<file path="src/logic/otr_map.svh">
// Offsets, field positions, reset values and timing figures of the oscillator training block.
// Assumes it is included by its bare name from the package and the top module.
`ifndef OTR_MAP_SVH
`define OTR_MAP_SVH
`define OTR_CFG_ADDR    4'h0
`define OTR_STAT_ADDR   4'h4
`define OTR_MASK_ADDR   4'h8
`define OTR_TRIM_ADDR   4'hc
`define OTR_CFG_W       14
`define OTR_CFG_RST     14'h0000
`define OTR_ST_FAULT    0
`define OTR_ST_ADJ      1
`define OTR_ST_MISS     2
`define OTR_ST_CFG      3
`define OTR_TRIM_W      8
`define OTR_TALLY_W     24
`define OTR_PER_W       6
`define OTR_FCNT_MAX    7'h7f
`define OTR_SPAN_US     16'd4000
`define OTR_CRM_MIN_US  16'd500
`define OTR_CRM_MAX_US  16'd4000
`define OTR_CLK_MHZ     100
`define OTR_SPAN_CYC    (`OTR_SPAN_US * `OTR_CLK_MHZ)
`endif

</file>
<file path="src/logic/otr_pkg.sv">
// Types of the oscillator training block.
// Assumes otr_map.svh sits on the include path.
`include "otr_map.svh"
package otr_pkg;
	typedef struct packed {
		logic [6:0] lim;
		logic [2:0] pdc;
		logic [1:0] crm;
		logic       rsel;
		logic       en;
	} otr_cfg_t;

	typedef struct packed {
		otr_cfg_t                   cfg;
		logic [3:0]                 status;
		logic [3:0]                 mask;
		logic [`OTR_TRIM_W-1:0]     trim;
		logic                       pend;
		logic                       pend_up;
		logic                       running;
		logic                       started;
		logic [`OTR_TALLY_W-1:0]    tally;
		logic [`OTR_PER_W-1:0]      periods;
		logic [6:0]                 fcnt;
		logic                       waitrq;
		logic [31:0]                rdata;
		logic                       irq;
	} otr_state_t;
endpackage : otr_pkg

</file>
<file path="src/logic/otr_top.sv">
// Oscillator training: measures master command periods against the local clock and steps trim.
// Assumes command and blocking-end pulses come from protocol logic on the same clock.
//
// The Avalon-MM register port and the register offsets were chosen for this implementation.
`timescale 1ns/1ps
`include "otr_map.svh"

// Notes on behaviour
// - With enable set, master command timing is checked against programmed intervals.
// - Commands per 4 ms span are derived from the active interval field.
// - Command-response training runs only for periods 500 us to 4 ms inclusive.
// - Periodic collection training runs every 4 ms span whenever enabled.
// - Local cycles are tallied across the derived number of command periods.
// - Trim may move only when the tally is inside the acceptance window.
// - Tally above expected plus dead band lowers the frequency target one step.
// - Tally below expected minus dead band raises the frequency target one step.
// - A new target is applied at the end of the closing command's blocking time.
// - Clearing enable after training began lets reset select choose the outcome.
// - Disabled with reset select clear, the last trim stays in effect.
// - Disabled with reset select set, the factory trim is restored.
// - Training works in every protocol mode of the device.
// - Up/down counter filters window misses; reaching the limit sets the fault flag.
// - The fault counter saturates at 127 and at 0.
// - A command-response period not dividing 4 ms raises the fault flag.
module otr_top #(
	parameter logic [`OTR_TALLY_W-1:0] EXPECT_TALLY = `OTR_TALLY_W'(`OTR_SPAN_CYC),
	parameter logic [`OTR_TALLY_W-1:0] ACCEPT_WIN   = 24'h009c40,
	parameter logic [`OTR_TALLY_W-1:0] DEAD_BAND    = 24'h000190,
	parameter logic [`OTR_TRIM_W-1:0]  TRIM_STEP    = 8'h01,
	parameter logic [`OTR_TRIM_W-1:0]  FACTORY_TRIM = 8'h80
) (
	input  wire logic                     sys_clk_i,
	input  wire logic                     rst_i,
	input  wire logic [3:0]               avs_address_i,
	input  wire logic                     avs_read_i,
	input  wire logic                     avs_write_i,
	input  wire logic [31:0]              avs_writedata_i,
	output logic [31:0]                   avs_readdata_o,
	output logic                          avs_waitrequest_o,
	input  wire logic                     cmd_seen_i,
	input  wire logic                     block_end_i,
	input  wire logic                     periodic_mode_i,
	output logic [`OTR_TRIM_W-1:0]        trim_target_o,
	output logic                          training_active_o,
	output logic                          irq_o
);
	import otr_pkg::*;

	otr_state_t                 s_r;
	otr_state_t                 s_nxt;
	logic [15:0]                per_us;
	logic [`OTR_PER_W-1:0]      n_per;
	logic                       whole;
	logic                       crm_range;
	logic                       crm_good;
	logic                       cfg_bad;
	logic                       trainable;
	logic                       close;
	logic                       in_win;
	logic                       go_down;
	logic                       go_up;
	logic                       apply_c;
	logic                       drop_c;
	logic                       rd_clr;
	logic [3:0]                 ev;

	function automatic logic [15:0] crm_us(input logic [1:0] c);
		case (c)
			2'h0: crm_us = 16'd250;
			2'h1: crm_us = 16'd500;
			2'h2: crm_us = 16'd1500;
			default: crm_us = 16'd4000;
		endcase
	endfunction : crm_us

	function automatic logic [15:0] pdc_us(input logic [2:0] c);
		case (c)
			3'h0: pdc_us = 16'd125;
			3'h1: pdc_us = 16'd250;
			3'h2: pdc_us = 16'd500;
			3'h3: pdc_us = 16'd1000;
			3'h4: pdc_us = 16'd2000;
			3'h5: pdc_us = 16'd4000;
			3'h6: pdc_us = 16'd200;
			default: pdc_us = 16'd400;
		endcase
	endfunction : pdc_us

	// Saturating trim step, so a runaway master cannot wrap the code
	function automatic logic [`OTR_TRIM_W-1:0] trim_move(input logic [`OTR_TRIM_W-1:0] t,
		input logic up);
		logic [`OTR_TRIM_W:0] v;
		if (up)
		begin
			v = {1'b0, t} + {1'b0, TRIM_STEP};
			trim_move = v[`OTR_TRIM_W] ? {`OTR_TRIM_W{1'b1}} : v[`OTR_TRIM_W-1:0];
		end
		else
		begin
			v = {1'b0, t} - {1'b0, TRIM_STEP};
			trim_move = v[`OTR_TRIM_W] ? {`OTR_TRIM_W{1'b0}} : v[`OTR_TRIM_W-1:0];
		end
	endfunction : trim_move

	assign per_us    = periodic_mode_i ? pdc_us(s_r.cfg.pdc) : crm_us(s_r.cfg.crm);
	assign n_per     = `OTR_PER_W'(`OTR_SPAN_US / per_us);
	assign whole     = (`OTR_SPAN_US % per_us) == 16'h0000;
	assign crm_range = (per_us >= `OTR_CRM_MIN_US) && (per_us <= `OTR_CRM_MAX_US);
	assign crm_good  = crm_range && whole;
	assign cfg_bad   = s_r.cfg.en && !periodic_mode_i && !crm_good;
	// periodic mode has no range gate
	assign trainable = s_r.cfg.en && (periodic_mode_i || crm_good);
	// span closes on the n-th command
	assign close     = s_r.running && cmd_seen_i
		&& (`OTR_PER_W'(s_r.periods + 1'b1) == n_per);
	assign in_win    = ({1'b0, s_r.tally} + {1'b0, ACCEPT_WIN} >= {1'b0, EXPECT_TALLY})
		&& ({1'b0, s_r.tally} <= {1'b0, EXPECT_TALLY} + {1'b0, ACCEPT_WIN});
	assign go_down   = {1'b0, s_r.tally} > {1'b0, EXPECT_TALLY} + {1'b0, DEAD_BAND};
	assign go_up     = {1'b0, s_r.tally} + {1'b0, DEAD_BAND} < {1'b0, EXPECT_TALLY};
	assign apply_c   = s_r.pend && block_end_i;
	assign drop_c    = s_r.started && !s_r.cfg.en;
	assign rd_clr    = avs_read_i && !s_r.waitrq && (avs_address_i == `OTR_STAT_ADDR);

	always_comb
	begin
		s_nxt = s_r;
		ev = 4'h0;
		s_nxt.waitrq = 1'b1;
		// One wait state: data is snapped on the first cycle, taken on the second
		if (avs_read_i && s_r.waitrq)
		begin
			s_nxt.waitrq = 1'b0;
			if (avs_address_i == `OTR_CFG_ADDR)
				s_nxt.rdata = {18'h00000, s_r.cfg};
			else if (avs_address_i == `OTR_STAT_ADDR)
				s_nxt.rdata = {28'h0000000, s_r.status};
			else if (avs_address_i == `OTR_MASK_ADDR)
				s_nxt.rdata = {28'h0000000, s_r.mask};
			else if (avs_address_i == `OTR_TRIM_ADDR)
				s_nxt.rdata = {17'h00000, s_r.fcnt, s_r.trim};
			else
				s_nxt.rdata = 32'h00000000;
		end
		if (avs_write_i && s_r.waitrq)
			s_nxt.waitrq = 1'b0;
		if (avs_write_i && !s_r.waitrq)
		begin
			if (avs_address_i == `OTR_CFG_ADDR)
				s_nxt.cfg = otr_cfg_t'(avs_writedata_i[`OTR_CFG_W-1:0]);
			else if (avs_address_i == `OTR_MASK_ADDR)
				s_nxt.mask = avs_writedata_i[3:0];
		end

		// apply pending target at blocking end
		if (apply_c)
		begin
			s_nxt.trim = trim_move(s_r.trim, s_r.pend_up);
			s_nxt.pend = 1'b0;
			ev[`OTR_ST_ADJ] = 1'b1;
		end

		if (!trainable)
			s_nxt.running = 1'b0;
		// command pulses from any protocol front end
		else if (cmd_seen_i && !s_r.running)
		begin
			s_nxt.running = 1'b1;
			s_nxt.started = 1'b1;
			// Start cycle counts too, so a span tallies n whole command gaps
			s_nxt.tally = `OTR_TALLY_W'(1);
			s_nxt.periods = '0;
		end
		else if (s_r.running)
		begin
			if (s_r.tally != {`OTR_TALLY_W{1'b1}})
				s_nxt.tally = s_r.tally + 1'b1;
			if (cmd_seen_i)
				s_nxt.periods = s_r.periods + 1'b1;
			if (close)
			begin
				// Closing command opens the next span, so no command period is lost
				s_nxt.tally = `OTR_TALLY_W'(1);
				s_nxt.periods = '0;
				if (in_win)
				begin
					if (s_r.fcnt != 7'h00)
						s_nxt.fcnt = s_r.fcnt - 1'b1;
					if (go_down)
					begin
						s_nxt.pend = 1'b1;
						s_nxt.pend_up = 1'b0;
					end
					else if (go_up)
					begin
						s_nxt.pend = 1'b1;
						s_nxt.pend_up = 1'b1;
					end
				end
				else
				begin
					if (s_r.fcnt != `OTR_FCNT_MAX)
						s_nxt.fcnt = s_r.fcnt + 1'b1;
					ev[`OTR_ST_MISS] = 1'b1;
				end
				// filtered fault on reaching the limit
				if ((s_r.cfg.lim != 7'h00) && (s_nxt.fcnt >= s_r.cfg.lim))
					ev[`OTR_ST_FAULT] = 1'b1;
			end
		end

		// period out of the 500 us to 4 ms range or not dividing the span
		if (cfg_bad)
		begin
			ev[`OTR_ST_FAULT] = 1'b1;
			ev[`OTR_ST_CFG] = 1'b1;
		end

		if (drop_c)
		begin
			s_nxt.started = 1'b0;
			s_nxt.pend = 1'b0;
			if (s_r.cfg.rsel)
				s_nxt.trim = FACTORY_TRIM;
			// otherwise the last trim is simply held
		end

		// Only bits that were reported get cleared; a new event always survives
		s_nxt.status = (s_r.status & ~(rd_clr ? s_r.rdata[3:0] : 4'h0)) | ev;
		s_nxt.irq = |(s_nxt.status & s_nxt.mask);
	end

	always_ff @(posedge sys_clk_i or posedge rst_i)
	begin
		if (rst_i)
		begin
			s_r <= '0;
			s_r.cfg <= `OTR_CFG_RST;
			s_r.trim <= FACTORY_TRIM;
			s_r.waitrq <= 1'b1;
		end
		else
			s_r <= s_nxt;
	end

	assign avs_readdata_o    = s_r.rdata;
	assign avs_waitrequest_o = s_r.waitrq;
	assign trim_target_o     = s_r.trim;
	assign training_active_o = s_r.running;
	assign irq_o             = s_r.irq;
endmodule : otr_top

</file>
<file path="config.mk">
export PLATFORM = sky130hd
export DESIGN_NAME = otr_top
export DESIGN_NICKNAME = d
export VERILOG_FILES = /design/src/logic/otr_pkg.sv /design/src/logic/otr_top.sv
export VERILOG_INCLUDE_DIRS = /design/src /design/src/logic
export SDC_FILE = /design/constraint.sdc
export NUM_CORES = 1
export LEC_CHECK = 0
export ABC_AREA = 1
export ABC_CLOCK_PERIOD_IN_PS = 25400
export BUFFER_PORTS_ARGS = -buffer_cell sky130_fd_sc_hd__buf_2
export CORE_MARGIN = 2
export CORE_UTILIZATION = 50
export CTS_BUF_LIST = sky130_fd_sc_hd__clkbuf_8
export DETAILED_ROUTE_END_ITERATION = 10
export HOLD_SLACK_MARGIN = 0.03
export PLACE_DENSITY = 0.7
export SYNTH_ARGS = -nofsm -noshare
export SYNTH_HDL_FRONTEND = slang
export SYNTH_SLANG_ARGS = --single-unit
</file>
<file path="constraint.sdc">
create_clock -name sys_clk_i -period 25.4 [get_ports sys_clk_i]
set_input_delay 5.08 -clock sys_clk_i [delete_from_list [all_inputs] [get_ports sys_clk_i]]
set_output_delay 5.08 -clock sys_clk_i [all_outputs]
set_load 0.05 [all_outputs]
</file>
==> flow_summary.yaml <==
placed_design:
  hpwlAfterDp_um: 27000
  numPortBuffers: 50
  gp_congestion: 0.948
hold_path:
  min_path_type: "reg2reg"
  hold_depth: 2
setup_path:
  worst_r2r_endpoint: "s_r[39]"
  critPathLaunch: "periodic_mode_i"
  cp_common_cell: "nand2_1"
  critPathMaxStageDelay_ps: 430
  slowest_stage: "o21ai_0"
  cp-end-kind: "flop"
  reg2reg_from: "s_r[93]"
  crit_type: "in2reg"
  ff2ff_path_depth: 124
  required_ps: 25690
  cp.arrival_ps: 23810
  reg2reg_slack_ps: 6310
  start_kind: "input port"
  endpoint: "s_r[39]"
  crit_path_max_fanout: 18
cells_and_area:
  finish.utilization_pct: 54.3
  final_nets: 2221
  layout-drive-gt1-share_pct: 11.0
  syn_to_final_growth_pct: 6.09
synth:
  synth_seq_cells: 88
  synth_common_cells: "445 x nand2_1, 271 x inv_1, 169 x nor2_1"
  post-synth-top-count-cell: "nand2_1"
  yosys.area.top_type_share_pct: 16.6
  ys_seq_area_share_pct: 17.1
  yosys.area.top_type: "dfrtp_1"
  synth_flop_cell: "dfrtp_1"
  synth-async-reset-ratio_pct: 100
  syn_area_um2: 12900
  ys_types: 65
  synth_edf_count: 0
  synth.area.top_cells: "dfrtp_1 17%, nand2_1 13%, ha_1 11%"
  syn_avg_cell_area_um2: 6.39
  ys_warn_count: 0
  synthesis.instances: 2023
floorplanning:
  start_util_pct: 51.2
  coreArea_um2: 25300
  num_rows: 58
  die_h_um: 165
  pin_count: 86
  die_area_um2: 27200
  die_w_um: 165
cts:
  clk_path_buf_depth: 2
  cts_hold_buffers: 0
  clk_latency_ps: 380
  h-tree-depth: 3
  clk_pin_slew_ps: 90
  cts_root_buffer: "clkbuf_8"
  cts_tree: "yes"
  clock-sinks: 88
  cts_buffers: 9
sta:
  max-slew-margin-rel_pct: 28.1
  timing.hold.ws_ps: 500
  finalHoldViolations: 0
  clock.fmax_mhz: 42.5
  max_slew.worst_pin.slew_ps: 1070
  finalClockSkew_ps: 17.9
  drv_slew: 0
  min_period_over_period_pct: 92.6
  finalSetupViolations: 0
  period_needed_ps: 23520
grt:
  gr-usage-all-layers_pct: 25.8
  grt-busiest-layer: "met2"
  grt_pass1_wl_um: 57600
  antenna_found_initial: 2
  gr-usage-met2_pct: 42.8
  grt_max_degree: 52
  grt.met3_usage_pct: 3.54
  grt_pass1_vias: 12200
  use_met1_pct: 35.4
  overflow: 0
drt:
  wl_per_cell_um: 14.5
  drc: 0
  dr.pass1.iters: 5
  vias_per_cell: 5.51
  ant_nets: 0
  num_vias: 13200
  drtIter0Drc: 953
  drt-total-wl_um: 34700
flow_run:
  maxCapViolations: 0
status:
  outcome: "completed"
==> kinds of logic (layout without fill, tap and decap cells) <==
group	after synthesis	count (layout)	synth area share, %
muxes	1	1	0.0774
buffers and inverters	380	401	13.4
adders and majority gates	117	117	11.3
DFF	88	88	17.1
AOI/OAI and AO/OA	429	429	19.4
other	2	24	0.0581
and+or+nand+nor	902	903	31.6
xor gates and xnor gates	104	104	7.05
==> routing by layer <==
| layer | wire length (µm) | vias up | part of all wire (%) |
|---|---|---|---|
| met4 | 773 | 2 | 2.2 |
| met5 | 16 | - | 0.046 |
| met2 | 15900 | 347 | 46 |
| met3 | 1820 | 54 | 5.2 |
| met1 | 16200 | 6035 | 47 |
| li1 | - | 6769 | - |
==> critical path, delay by kind of cell <==
family | cells | cell delay [ps]
adder cells (fa/ha/maj) | 10 | 3450
AND/OR/NAND/NOR | 57 | 6640
AO/OA/AOI/OAI | 40 | 6390
buffers and inverters | 19 | 2150
==> how the worst min path moves through the flow <==
stage | startpoint | to
floorplan | avs_readdata_o[14] | avs_readdata_o[14]
global placement | s_r[50] | s_r[50]
detailed placement | s_r[50] | s_r[50]
CTS | s_r[50] | s_r[50]
global route | s_r[50] | s_r[50]
finish | s_r[50] | s_r[50]
==> what timing repair did <==
| action | 4_1_cts | 5_1_grt |
|---|---|---|
| setup buffers | 0 | 6 |
| gates resized for setup | 0 | 24 |
| setup endpoints to repair | 0 | 45 |
==> registers in the layout, indices dropped and copies added (netlist names) <==
name               flops
s_r                   62
trim_target_o          8
irq_o                  1
avs_readdata_o        15
avs_waitrequest_o      1
training_active_o      1
==> placed cells by master, fill, tap and decap left out, types with 7 or more instances in the layout <==
| master | netlist | final |
|---|---|---|
| nor3_1 | 39 | 37 |
| o211ai_1 | 11 | 11 |
| inv_1 | 271 | 269 |
| xor2_1 | 73 | 73 |
| nor4_1 | 9 | 8 |
| nand4_1 | 45 | 45 |
| o21bai_1 | 15 | 15 |
| a221oi_1 | 13 | 13 |
| nand3_2 | 14 | 14 |
| inv_2 | 13 | 13 |
| clkbuf_8 | 0 | 9 |
| dfrtp_1 | 86 | 86 |
| nand3_1 | 112 | 112 |
| nand2_1 | 445 | 445 |
| conb_1 | 2 | 23 |
| o21ai_0 | 110 | 101 |
| a21oi_1 | 144 | 141 |
| nor2_2 | 9 | 9 |
| o21ai_1 | 49 | 57 |
| nor2_1 | 169 | 169 |
| or2_2 | 11 | 11 |
| ha_1 | 117 | 116 |
| nand2_4 | 8 | 9 |
| buf_4 | 51 | 43 |
| o21ai_2 | 11 | 12 |
| xnor2_1 | 31 | 31 |
| nor2_4 | 7 | 7 |
| a211oi_1 | 11 | 10 |
| o22ai_1 | 10 | 10 |
| nand2_2 | 17 | 17 |
| buf_2 | 9 | 49 |
| o2111ai_1 | 10 | 10 |
| a31oi_1 | 13 | 13 |
==> final cells by class <==
type                            count  area, µm²
Sequential cell                    88       2200
Clock inverter                      7        100
Clock buffer                        9        124
Tap cell                          330        413
Timing Repair Buffer               96        636
Antenna cell                        1       2.50
Fill cell                        2597      11500
Multi-Input combinational cell   1577       9140
Inverter                          289       1100
==> per-stage QoR <==
step                      instances  cell area [µm²]  setup slack [ps]  TNS [ps]
final                          2397            13700              1880         0
after global routing           2397            13700              -143     -1860
after CTS                      2389            13600              1100         0
after detailed placement       2373            13400               767         0
after global placement         2373            13400              1130         0
after floorplan                2044            13000              2520         0
Power is not shown: default switching activity piles up to over one toggle a cycle in this logic, so the estimate is an artifact.
